[src/common/gst_consts.svh]
// register offsets, field positions and timing constants of the gated timer
`ifndef GST_CONSTS_SVH
`define GST_CONSTS_SVH

// printed offsets, F00 aside, are not multiples of four: they are register indices
`define GST_IDX_GATE_CTRL 12'hF9A
`define GST_IDX_TIMER_CTRL 12'hFCD
`define GST_IDX_COUNT 12'hFCE
`define GST_IDX_INT_STATUS 12'hF00
`define GST_IDX_INT_MASK 12'hF01
`define GST_ADDR_W 14

// timer control fields
`define GST_TC_CS_HI 7
`define GST_TC_CS_LO 6
`define GST_TC_PS_HI 5
`define GST_TC_PS_LO 4
`define GST_TC_OSCEN 3
`define GST_TC_SYNC 2
`define GST_TC_WIDE 1
`define GST_TC_RUN 0

// gate control fields
`define GST_GC_EN 7
`define GST_GC_POL 6
`define GST_GC_TM 5
`define GST_GC_SPM 4
`define GST_GC_GO 3
`define GST_GC_VAL 2
`define GST_GC_SS_HI 1
`define GST_GC_SS_LO 0
`define GST_GC_WMASK 8'hFB

// clock source and gate source codes
`define GST_CS_INSTR 2'h0
`define GST_CS_SYS 2'h1
`define GST_CS_EXT 2'h2
`define GST_GS_PIN 2'h0
`define GST_GS_OVF 2'h1
`define GST_GS_MATCH 2'h2

`define GST_INSTR_DIV 2'h3
`define GST_CTRL_RST 8'h00
`define GST_IRQ_OVF 0
`define GST_IRQ_GATE 1
`define GST_IRQ_W 2

`endif

[src/common/gst_pkg.sv]
// types shared by the gated timer modules
package gst_pkg;
   typedef struct packed {
      logic [1:0] clock_source_select;
      logic [1:0] prescale_select;
      logic crystal_osc_enable;
      logic ext_clock_sync_bypass;
      logic wide_access_mode;
      logic timer_run;
   } gst_tctrl_s;

   typedef enum logic [1:0] {
      GST_SP_IDLE = 2'b00,
      GST_SP_WAIT = 2'b01,
      GST_SP_ACQ = 2'b10
   } gst_sp_e;
endpackage

[src/common/gst_tick_if.sv]
// count tick handshake between clock selector and timer core
`timescale 1ns/100ps
interface gst_tick_if;
   logic tick;
   logic [1:0] clock_source_select;
   logic [1:0] prescale_select;
   logic ext_clock_sync_bypass;
   logic timer_run;
   modport src (output tick, input clock_source_select, input prescale_select,
      input ext_clock_sync_bypass, input timer_run);
   modport dst (input tick, output clock_source_select,
      output prescale_select, output ext_clock_sync_bypass,
      output timer_run);
endinterface

[src/core/gst_clock_select.sv]
// count clock source selection, external sync and prescaler
`timescale 1ns/100ps
`include "gst_consts.svh"
module gst_clock_select
   import gst_pkg::*;
(
   input wire logic core_clk_i,
   input wire logic reset_i,
   input wire logic ext_clk_i,
   gst_tick_if.src tk
);
   typedef struct packed {
      logic [1:0] instr_div;
      logic sync1;
      logic sync2;
      logic ext_prev;
      logic [2:0] pre_cnt;
   } gst_cs_s;

   gst_cs_s st_q;
   gst_cs_s st_d;
   logic raw_tick;
   logic ext_raw;

   always_comb begin
      st_d = st_q;
      st_d.instr_div = st_q.instr_div + 2'h1;
      st_d.sync1 = ext_clk_i;
      st_d.sync2 = st_q.sync1;
      // sync bypass uses the raw pin level, sync path the second stage
      ext_raw = tk.ext_clock_sync_bypass ? ext_clk_i : st_q.sync2;
      st_d.ext_prev = ext_raw;
      unique case (tk.clock_source_select)
         `GST_CS_INSTR: raw_tick = (st_q.instr_div == `GST_INSTR_DIV);
         `GST_CS_SYS: raw_tick = 1'b1;
         `GST_CS_EXT: raw_tick = ext_raw & ~st_q.ext_prev;
         default: raw_tick = 1'b0;
      endcase
      tk.tick = 1'b0;
      if (raw_tick && tk.timer_run) begin
         st_d.pre_cnt = st_q.pre_cnt + 3'h1;
         unique case (tk.prescale_select)
            2'h0: tk.tick = 1'b1;
            2'h1: tk.tick = st_q.pre_cnt[0];
            2'h2: tk.tick = &st_q.pre_cnt[1:0];
            2'h3: tk.tick = &st_q.pre_cnt;
         endcase
      end
   end

   always_ff @(posedge core_clk_i or posedge reset_i) begin
      if (reset_i) begin
         st_q <= '0;
      end else begin
         st_q <= st_d;
      end
   end
endmodule // gst_clock_select

[src/core/gst_gate_unit.sv]
// gate source select, polarity, toggle and single pulse logic
`timescale 1ns/100ps
`include "gst_consts.svh"
module gst_gate_unit
   import gst_pkg::*;
(
   input wire logic core_clk_i,
   input wire logic reset_i,
   input wire logic [7:0] gctrl_i,
   input wire logic go_set_i,
   input wire logic gate_pin_i,
   input wire logic ovf_i,
   input wire logic match_i,
   output logic gate_open_o,
   output logic gate_level_o,
   output logic go_done_o,
   output logic done_pulse_o
);
   typedef struct packed {
      logic prev;
      logic tgl;
      gst_sp_e sp;
   } gst_gu_s;

   gst_gu_s st_q;
   gst_gu_s st_d;
   logic src;
   logic lvl;
   logic edge_a;
   logic edge_i;

   always_comb begin
      st_d = st_q;
      done_pulse_o = 1'b0;
      unique case (gctrl_i[`GST_GC_SS_HI:`GST_GC_SS_LO])
         `GST_GS_PIN: src = gate_pin_i;
         `GST_GS_OVF: src = ovf_i;
         `GST_GS_MATCH: src = match_i;
         default: src = 1'b0;
      endcase
      lvl = gctrl_i[`GST_GC_POL] ? src : ~src;
      st_d.prev = lvl;
      edge_a = lvl & ~st_q.prev;
      edge_i = ~lvl & st_q.prev;
      if (!gctrl_i[`GST_GC_TM]) begin
         st_d.tgl = 1'b0;
      end else if (edge_a) begin
         st_d.tgl = ~st_q.tgl;
      end
      if (!gctrl_i[`GST_GC_SPM]) begin
         st_d.sp = GST_SP_IDLE;
      end else begin
         unique case (st_q.sp)
            GST_SP_IDLE: if (go_set_i) st_d.sp = GST_SP_WAIT;
            GST_SP_WAIT: if (edge_a) st_d.sp = GST_SP_ACQ;
            GST_SP_ACQ: begin
               if (edge_i || (gctrl_i[`GST_GC_TM] && edge_a)) begin
                  st_d.sp = GST_SP_IDLE;
                  done_pulse_o = 1'b1;
               end
            end
            default: st_d.sp = GST_SP_IDLE;
         endcase
      end
      gate_level_o = gctrl_i[`GST_GC_TM] ? st_q.tgl : lvl;
      if (gctrl_i[`GST_GC_SPM]) begin
         gate_open_o = (st_q.sp == GST_SP_ACQ) &&
            (gctrl_i[`GST_GC_TM] ? st_q.tgl : lvl);
      end else begin
         gate_open_o = gate_level_o;
      end
      go_done_o = (st_q.sp != GST_SP_IDLE);
   end

   always_ff @(posedge core_clk_i or posedge reset_i) begin
      if (reset_i) begin
         st_q <= '0;
      end else begin
         st_q <= st_d;
      end
   end
endmodule // gst_gate_unit

[src/core/gst_timer.sv]
// gated sixteen bit timer top: apb registers, counter and interrupt
//
// How it works
// - clock source code picks count clock
// - prescale code divides by one, two, four, eight
// - oscillator enable drives crystal power enable
// - external source: sync bit bypasses synchroniser
// - internal sources ignore the sync bit
// - wide mode: high byte latched for atomicity
// - run bit counts, clear holds value
// - go bit arms one pulse, hardware clears
// - gate source: pin, overflow, match
// - rollover to zero raises overflow flag
// - high and low bytes both read/write
//
// The APB slave port is this design's own decision.
`timescale 1ns/100ps
`include "gst_consts.svh"
module gst_timer
   import gst_pkg::*;
#(
   parameter int CNT_W = 16
)
(
   input wire logic core_clk_i,
   input wire logic reset_i,
   input wire logic psel,
   input wire logic penable,
   input wire logic pwrite,
   input wire logic [`GST_ADDR_W-1:0] paddr,
   input wire logic [31:0] pwdata,
   input wire logic [3:0] pstrb,
   output logic [31:0] prdata,
   output logic pready,
   output logic pslverr,
   input wire logic external_count_input_i,
   input wire logic gate_pin_i,
   input wire logic aux_match_i,
   output logic osc_enable_o,
   output logic overflow_o,
   output logic irq_o
);
   //*******************************
   // state
   //*******************************
   typedef struct packed {
      gst_tctrl_s tctrl;
      logic [7:0] gctrl;
      logic [CNT_W-1:0] count;
      logic [7:0] high_buf;
      logic [`GST_IRQ_W-1:0] status;
      logic [`GST_IRQ_W-1:0] mask;
      logic ovf;
      logic rd_done;
      logic [31:0] rdata;
   } gst_top_s;

   gst_top_s st_q;
   gst_top_s st_d;
   logic wr;
   logic rd;
   logic rd_wait;
   logic [11:0] idx;
   logic hit;
   logic go_set;
   logic gate_open;
   logic gate_level;
   logic go_done;
   logic done_pulse;
   logic count_en;
   logic [CNT_W:0] cnt_inc;
   logic [31:0] rd_val;
   logic [CNT_W-1:0] wcount;

   gst_tick_if tk();

   assign tk.clock_source_select = st_q.tctrl.clock_source_select;
   assign tk.prescale_select = st_q.tctrl.prescale_select;
   assign tk.ext_clock_sync_bypass = st_q.tctrl.ext_clock_sync_bypass;
   assign tk.timer_run = st_q.tctrl.timer_run;

   gst_clock_select u_clk (
      .core_clk_i(core_clk_i),
      .reset_i(reset_i),
      .ext_clk_i(external_count_input_i),
      .tk(tk)
   );

   gst_gate_unit u_gate (
      .core_clk_i(core_clk_i),
      .reset_i(reset_i),
      .gctrl_i(st_q.gctrl),
      .go_set_i(go_set),
      .gate_pin_i(gate_pin_i),
      .ovf_i(st_q.ovf),
      .match_i(aux_match_i),
      .gate_open_o(gate_open),
      .gate_level_o(gate_level),
      .go_done_o(go_done),
      .done_pulse_o(done_pulse)
   );

   //*******************************
   // apb decode
   //*******************************
   // printed offsets are indices; byte address is four times the index
   assign idx = paddr[`GST_ADDR_W-1:2];
   assign wr = psel && penable && pwrite;
   assign rd = psel && penable && !pwrite;
   assign hit = (paddr[1:0] == 2'h0) &&
      (idx == `GST_IDX_GATE_CTRL || idx == `GST_IDX_TIMER_CTRL ||
       idx == `GST_IDX_COUNT || idx == `GST_IDX_INT_STATUS ||
       idx == `GST_IDX_INT_MASK);
   // reads take one wait state so that prdata comes from a flop and
   // already stands while pready is high; writes finish at once
   assign rd_wait = rd && !st_q.rd_done;
   assign pready = !rd || st_q.rd_done;
   assign pslverr = psel && penable && !hit;
   assign prdata = st_q.rdata;
   assign go_set = wr && pstrb[0] && idx == `GST_IDX_GATE_CTRL &&
      pwdata[`GST_GC_GO];
   assign osc_enable_o = st_q.tctrl.crystal_osc_enable;
   assign overflow_o = st_q.ovf;
   assign irq_o = |(st_q.status & st_q.mask);

   //*******************************
   // next state
   //*******************************
   always_comb begin
      st_d = st_q;
      st_d.ovf = 1'b0;
      // gate only matters while gate enable is set
      count_en = tk.tick &&
         (!st_q.gctrl[`GST_GC_EN] || gate_open);
      cnt_inc = {1'b0, st_q.count} + {{CNT_W{1'b0}}, 1'b1};
      wcount = st_q.count;
      if (count_en) begin
         st_d.count = cnt_inc[CNT_W-1:0];
         if (cnt_inc[CNT_W]) begin
            st_d.ovf = 1'b1;
         end
      end
      rd_val = 32'h0;
      unique case (idx)
         `GST_IDX_TIMER_CTRL: rd_val = {24'h0, st_q.tctrl};
         `GST_IDX_GATE_CTRL: begin
            rd_val = {24'h0, st_q.gctrl};
            rd_val[`GST_GC_GO] = go_done;
            rd_val[`GST_GC_VAL] = gate_level;
         end
         `GST_IDX_COUNT: begin
            // one word read gives both bytes of one cycle, atomic in
            // either mode; the buffer keeps the high byte for a later
            // low-only write in wide mode
            rd_val = {16'h0, st_q.count[15:8], st_q.count[7:0]};
         end
         `GST_IDX_INT_STATUS: rd_val = {30'h0, st_q.status};
         `GST_IDX_INT_MASK: rd_val = {30'h0, st_q.mask};
         default: rd_val = 32'h0;
      endcase
      st_d.rd_done = rd_wait;
      if (rd_wait) begin
         st_d.rdata = hit ? rd_val : 32'h0;
         if (idx == `GST_IDX_COUNT && pstrb == 4'h0) begin
            st_d.high_buf = st_q.count[15:8];
         end
      end
      if (wr && hit) begin
         unique case (idx)
            `GST_IDX_TIMER_CTRL: begin
               if (pstrb[0]) st_d.tctrl = pwdata[7:0];
            end
            `GST_IDX_GATE_CTRL: begin
               if (pstrb[0]) st_d.gctrl = pwdata[7:0] & `GST_GC_WMASK;
            end
            `GST_IDX_COUNT: begin
               // wide mode: high byte write lands in buffer, low write
               // commits both at once; split mode writes each byte
               if (st_q.tctrl.wide_access_mode) begin
                  if (pstrb[1]) st_d.high_buf = pwdata[15:8];
                  if (pstrb[0]) begin
                     wcount[7:0] = pwdata[7:0];
                     wcount[15:8] = pstrb[1] ? pwdata[15:8] :
                        st_q.high_buf;
                     st_d.count = wcount;
                  end
               end else begin
                  if (pstrb[0]) wcount[7:0] = pwdata[7:0];
                  if (pstrb[1]) wcount[15:8] = pwdata[15:8];
                  st_d.count = wcount;
               end
            end
            `GST_IDX_INT_MASK: begin
               if (pstrb[0]) st_d.mask = pwdata[`GST_IRQ_W-1:0];
            end
            `GST_IDX_INT_STATUS: begin
               if (pstrb[0]) st_d.status = st_q.status &
                  ~pwdata[`GST_IRQ_W-1:0];
            end
            default: st_d.mask = st_q.mask;
         endcase
      end
      // set wins over the clear in the same cycle
      if (st_d.ovf) st_d.status[`GST_IRQ_OVF] = 1'b1;
      if (done_pulse) st_d.status[`GST_IRQ_GATE] = 1'b1;
   end

   always_ff @(posedge core_clk_i or posedge reset_i) begin
      if (reset_i) begin
         st_q <= '0;
      end else begin
         st_q <= st_d;
      end
   end
endmodule // gst_timer

[config.mk]
export PLATFORM = sky130hd
export DESIGN_NAME = gst_timer
export DESIGN_NICKNAME = d
export VERILOG_FILES = /design/src/common/gst_pkg.sv /design/src/common/gst_tick_if.sv /design/src/core/gst_clock_select.sv /design/src/core/gst_gate_unit.sv /design/src/core/gst_timer.sv
export VERILOG_INCLUDE_DIRS = /design/src /design/src/common
export SDC_FILE = /design/constraint.sdc
export NUM_CORES = 1
export LEC_CHECK = 0
export BUFFER_PORTS_ARGS = -buffer_cell sky130_fd_sc_hd__buf_4
export CAP_MARGIN = 25
export CORE_AREA = 8 8 120 122
export DETAILED_ROUTE_END_ITERATION = 10
export DIE_AREA = 0 0 128 130
export SLEW_MARGIN = 10
export SYNTH_ARGS = -nofsm -noshare
export SYNTH_HDL_FRONTEND = slang
export SYNTH_HIERARCHICAL = 1
export SYNTH_SLANG_ARGS = --single-unit
[constraint.sdc]
create_clock -name core_clk_i -period 2.44 [get_ports core_clk_i]
set_clock_uncertainty 0.2 [all_clocks]
set_input_delay 0.244 -clock core_clk_i [delete_from_list [all_inputs] [get_ports core_clk_i]]
set_output_delay 0.244 -clock core_clk_i [all_outputs]
set_load 0.02 [all_outputs]
==> results.yml, run 1 <==
outcome:
  status: "finished, violations left"
  violations: "negative setup slack"
min_path:
  holdPathStages: 3
  hp-start: "pwdata[8]"
  min_to: "st_q[38]"
  hp-class: "primary input to register"
critical_path:
  worstReg2RegStart: "st_q[63]"
  cp_slowest_cell: "dfrtp_1"
  worstPathArrival_ps: 2580
  critPathLaunchType: "register"
  r2r_cells: 10
  cp_slowest_stage_delay_ps: 390
  r2r_slack_ps: -120
  path_class: "register to register"
  r2r_end: "st_q[36]"
  cp_cell_sequence: "mux2_4 > a221oi_4 > nand2_4 > o221a_4 > or2b_4 > nand4_1 > buf_4 > nor2_2 > and3_4 > a21o_1"
  path_max_fanout: 3
  worstPathRequired_ps: 2460
  cp-end-kind: "register"
global_route:
  antenna_found_initial: 0
  gr-usage-all-layers_pct: 13.8
  gr-total-overflow: 0
  grt_pass1_vias: 3559
  grt_max_degree: 40
  grt_pass1_wl_um: 18400
pwr:
  ir_drop_uv: 360
  finalPower_uw: 2680
  powerDensity_nw_per_um2: 493
  p_leak_uw: 0.00259
clocking:
  clockRootBuffer: "clkbuf_16"
  numCtsBuffers: 9
  clkSinkCount: 72
  cts_buffer_depth: 2
  clk_latency_ps: 330
  htree_num_levels: 3
  clk_pin_slew_worst_paths_ps: 60
  cts_tree: "done"
timing:
  hold_ws_ps: 9.38
  rsz0062_at_grt: "yes"
  slew_headroom_pct: 54.0
  post-route-period-util_pct: 105
  setup_tns_ps: -705
  clock.fmax_mhz: 391
  worst_pin_slew_ps: 685
  setup_viol: 11
  final_hold_viol_count: 0
  maxSlewViolCount: 0
  min_period_ps: 2560
  setup_ws_ps: -119
placement:
  dp_hpwl_um: 8440
  gp_congestion: 0.836
  dp.cells: 638
  numPortBuffers: 62
  dp_worst_setup_slack_ps: -197
drt:
  wl_met1_um: 4770
  first_iter_violations: 270
  wl_met3_um: 507
  firstDrtPassIters: 6
  wl_um: 11100
  top_layer: "met4"
  routedWlPerCell_um: 16.5
  drc: 0
  via_count: 3456
  via_per_inst: 5.14
  ant_nets: 0
  dr_wl_met2_um: 5660
synth:
  yosys_warnings: 6
  syn-mean-instance-area_um2: 10.4
  synthCells: 405
  syn_area_um2: 4230
floorplanning:
  ios: 95
  initial_core_util_pct: 34.0
  core.rowCount: 41
  die_area_um2: 16600
  die_h_um: 130
  die_w_um: 128
  core_region_area_um2: 12400
finish:
  fin_nets: 557
  multi_input_area_um2: 2190
  insertedDiodeCount: 0
  instances_no_fill: 672
  syn2layout_area_growth_pct: 28.4
  drive_above_1_share_pct: 32.6
  fillers: 1242
  seq_area_um2: 1800
job:
  max-cap-violations: 0
==> report_power, final <==
| group | switching [uW] | total (uW) | internal (uW) |
|---|---|---|---|
| combinational | 118 | 214 | 95.2 |
| clock | 470 | 1260 | 791 |
| sequential | 2.00 | 1200 | 1200 |
| total | 591 | 2680 | 2090 |
==> per-layer routing <==
layer | GRT usage, % | vias up
li1 | - | 1643
met1 | 16.6 | 1718
met2 | 24.3 | 85
met3 | 3.02 | 10
met4 | 4.13 | 0
met5 | 0 | -
==> worst max path at each step <==
stage	from	depth (start not counted)	slack, ps	end
6_report	st_q[63]	10	-120	st_q[36]
3_3_place_gp	st_q[63]	10	-150	st_q[61]
4_1_cts	st_q[63]	10	-150	st_q[57]
3_5_place_dp	st_q[63]	10	-200	st_q[57]
2_1_floorplan	st_q[63]	9	-60	st_q[56]
5_1_grt	st_q[63]	10	-260	st_q[57]
==> stage by stage <==
| step | area [um^2] | utilization [%] |
|---|---|---|
| floorplan | 4300 | - |
| finish | 5420 | 43.7 |
| global route | 5420 | 43.7 |
| global placement | 4900 | 39.5 |
| detailed placement | 4900 | 39.5 |
| CTS | 5380 | 43.3 |
==> registers in the layout, summed over array words and instances, names as in the netlist <==
register and cells:
u_clk/st_d 1, tk.clock_source_select 2, prdata 16, osc_enable_o 1
overflow_o 1, u_clk/st_q 7, tk.ext_clock_sync_bypass 1, tk.prescale_select 2
st_q 36, u_gate/st_q 4, tk.timer_run 1
==> critical path: cells and delay by family (launching register included) <==
family	cells	cell delay, ps
AOI/OAI and AO/OA	3	740
buffers and inverters	1	140
DFF	1	390
muxes	1	320
and+or+nand+nor	5	660
==> placed cells by master, fill, tap and decap left out, types with 3 or more instances in the layout <==
cell type / n
buf_4: 93
dfrtp_1: 72
nand2_1: 28
nor2_1: 19
conb_1: 16
dlygate4sd3_1: 16
inv_1: 15
mux2_2: 15
o21ai_0: 15
mux2i_1: 14
a21oi_1: 14
a22o_1: 13
and3_1: 9
clkbuf_16: 9
nand4_1: 8
nand3_1: 8
o22ai_1: 7
o21ai_1: 7
a222oi_1: 7
xor2_1: 6
nor4_1: 5
o221ai_1: 5
a22oi_1: 4
ha_1: 4
clkbuf_1: 4
mux2_4: 4
nor2b_1: 4
a21o_1: 3
a22oi_2: 3
a21boi_1: 3
mux2_1: 3
xnor2_1: 3
a211oi_1: 3
nand2b_1: 3
==> what timing repair did <==
action / 4_1_cts / 5_1_grt
buffers inserted: 0 / 2
cloned: 0 / 0
pin swaps: 18 / 9
resized for setup: 6 / 6
setup endpoints to repair: 16 / 18
hold endpoints to repair: 54 / 0
hold buffers: 16 / 0
==> area by class of cell <==
cell class              instances  area share [%]
multi-input cells             286            40.3
flip-flops and latches         72            33.2
repair buffers                110            16.2
clock buffers                  13            4.43
well taps                     172            3.97
inverters                      16            1.11
clock inverters                 3           0.784
Power figures use the tool's default switching activity.
==> inputs of run 2 (changes only) <==
CTS_BUF_LIST = sky130_fd_sc_hd__clkbuf_8   (was default)
==> run 2 against run 1 <==
- the flow still finishes with violations (negative setup slack)
- via count is 0.55% lower
- largest power group is now registers
- highest routed layer unchanged
- combinational power hardly changed
- die area stayed put
- total power is 14% lower
- critical path depth stayed put
- cell count is 0.30% higher
- flip-flop and latch count stayed put
- largest cell class unchanged
- wire length is 0.24% lower
==> results.yml, run 2 (synthesized netlist as in run 1, its figures left out) <==
outcome:
  status: "finished, violations left"
  violations: "negative setup slack"
pwr:
  powerDensity_nw_per_um2: 433
  swShare_pct: 24.1
  finalPower_uw: 2310
  pwr-share-seq_pct: 52.0
  p_sw_uw: 555
  power_frac_comb_pct: 9.3
  intPower_uw: 1750
  ir_drop_uv: 246
  p_leak_uw: 0.00259
  clkPwrFrac_pct: 38.7
floorplanning:
  die_w_um: 128
  core.rowCount: 41
  die_area_um2: 16600
  initial_core_util_pct: 34.0
  die_h_um: 130
  ios: 95
  core_region_area_um2: 12400
timing:
  slew_headroom_pct: 53.4
  setup_tns_ps: -1110
  min_period_ps: 2570
  rsz0062_at_grt: "yes"
  maxSlewViolCount: 0
  setup_ws_ps: -131
  clock.fmax_mhz: 389
  post-route-period-util_pct: 105
  final_hold_viol_count: 0
  worst_pin_slew_ps: 694
  setup_viol: 14
  hold_ws_ps: 142
placement:
  dp_hpwl_um: 8440
  gp_congestion: 0.836
  numPortBuffers: 62
drt:
  via_per_inst: 5.10
  first_iter_violations: 261
  firstDrtPassIters: 4
  routedWlPerCell_um: 16.4
  wl_um: 11100
  via_count: 3437
  drc: 0
  ant_nets: 0
finish:
  fin_nets: 559
  drive_above_1_share_pct: 31.7
  syn2layout_area_growth_pct: 26.1
  final_cell_mix: "93 x buf_4, 72 x dfrtp_1, 28 x nand2_1"
  layout.cells.most_common: "buf_4"
  insertedDiodeCount: 0
  regMostFlops: "st_q"
  largest_reg_flops: 36
critical_path:
  worstPathArrival_ps: 2580
  cp-end-kind: "register"
  critPathLaunchType: "register"
  worstPathRequired_ps: 2450
  path_max_fanout: 4
  r2r_slack_ps: -130
  path_class: "register to register"
global_route:
  gr-usage-all-layers_pct: 13.8
  antenna_found_initial: 0
  grt_max_degree: 40
  grt_pass1_wl_um: 18400
  grt_pass1_vias: 3579
  gr-total-overflow: 0
job:
  max-cap-violations: 0
clocking:
  clk_latency_ps: 350
  clk_pin_slew_worst_paths_ps: 70
  numCtsBuffers: 9
  clockRootBuffer: "clkbuf_8"
  clkSinkCount: 72
  htree_num_levels: 3
  cts_tree: "done"
  cts_buffer_depth: 2
min_path:
  hp-class: "primary input to async pin"
-- run 2: repair_timing --
action | in CTS | in global routing
gates resized for setup | 7 | 1
pin swaps | 18 | 3
hold buffers | 18 | 0
setup buffers | 1 | 1
endpoints found under the setup margin | 16 | 18
endpoints found under the hold margin | 59 | 0
-- run 2: path summary, 6_finish.rpt --
path	endpoint	start	cells after the start
worst max-delay path	st_q[56]	st_q[63]	10
worst min-delay path	u_gate/st_q[0]	reset_i	3
worst max register to register	st_q[56]	st_q[63]	10
worst min register to register	u_clk/st_q[4]	u_clk/st_d[4]	0
max in group asynchronous	st_q[41]	reset_i	4
min in group core_clk_i	u_clk/st_q[4]	u_clk/st_d[4]	0
-- run 2: critical path, cell delays in order (launching register included) --
cell	delay, ps
dfrtp_1	400
buf_4	150
nand2b_4	140
a221oi_4	340
nand2_4	90
o221a_4	300
or2b_4	250
and4_1	170
and3_1	180
xnor2_1	140
a21oi_1	80
-- run 2: per-stage QoR --
| step | worst slack (ps) | cells | area (um^2) | utilization [%] |
|---|---|---|---|---|
| floorplan | -59.5 | 420 | 4300 | - |
| global placement | -153 | 638 | 4900 | 39.5 |
| detailed placement | -197 | 638 | 4900 | 39.5 |
| CTS | -152 | 673 | 5310 | 42.8 |
| global route | -265 | 674 | 5330 | 42.9 |
| finish | -131 | 674 | 5330 | 42.9 |
-- run 2: area by class of cell --
| type | instances | area [um^2] |
|---|---|---|
| flip-flops and latches | 72 | 1800 |
| well taps | 172 | 215 |
| clock buffers | 9 | 124 |
| fillers | 1253 | 7090 |
| inverters | 16 | 60.1 |
| multi-input cells | 286 | 2170 |
| clock inverters | 7 | 57.6 |
| repair buffers | 112 | 898 |
-- run 2: per-layer routing --
| layer | global-route usage, % | wire length, um |
|---|---|---|
| met3 | 3.26 | 514 |
| met1 | 16.5 | 4800 |
| met5 | 0 | 0 |
| met4 | 3.71 | 114 |
| met2 | 24.4 | 5620 |
-- run 2: power by group through the flow --
| stage | Sequential (uW) | Clock [uW] | Combinational, uW |
|---|---|---|---|
| final | 1200 | 891 | 216 |
| after global routing | 1200 | 958 | 237 |
| after CTS | 1200 | 919 | 215 |
| after detailed placement | 1220 | 0 | 192 |
| after global placement | 1220 | 0 | 189 |
| after floorplan | 1220 | 0 | 110 |
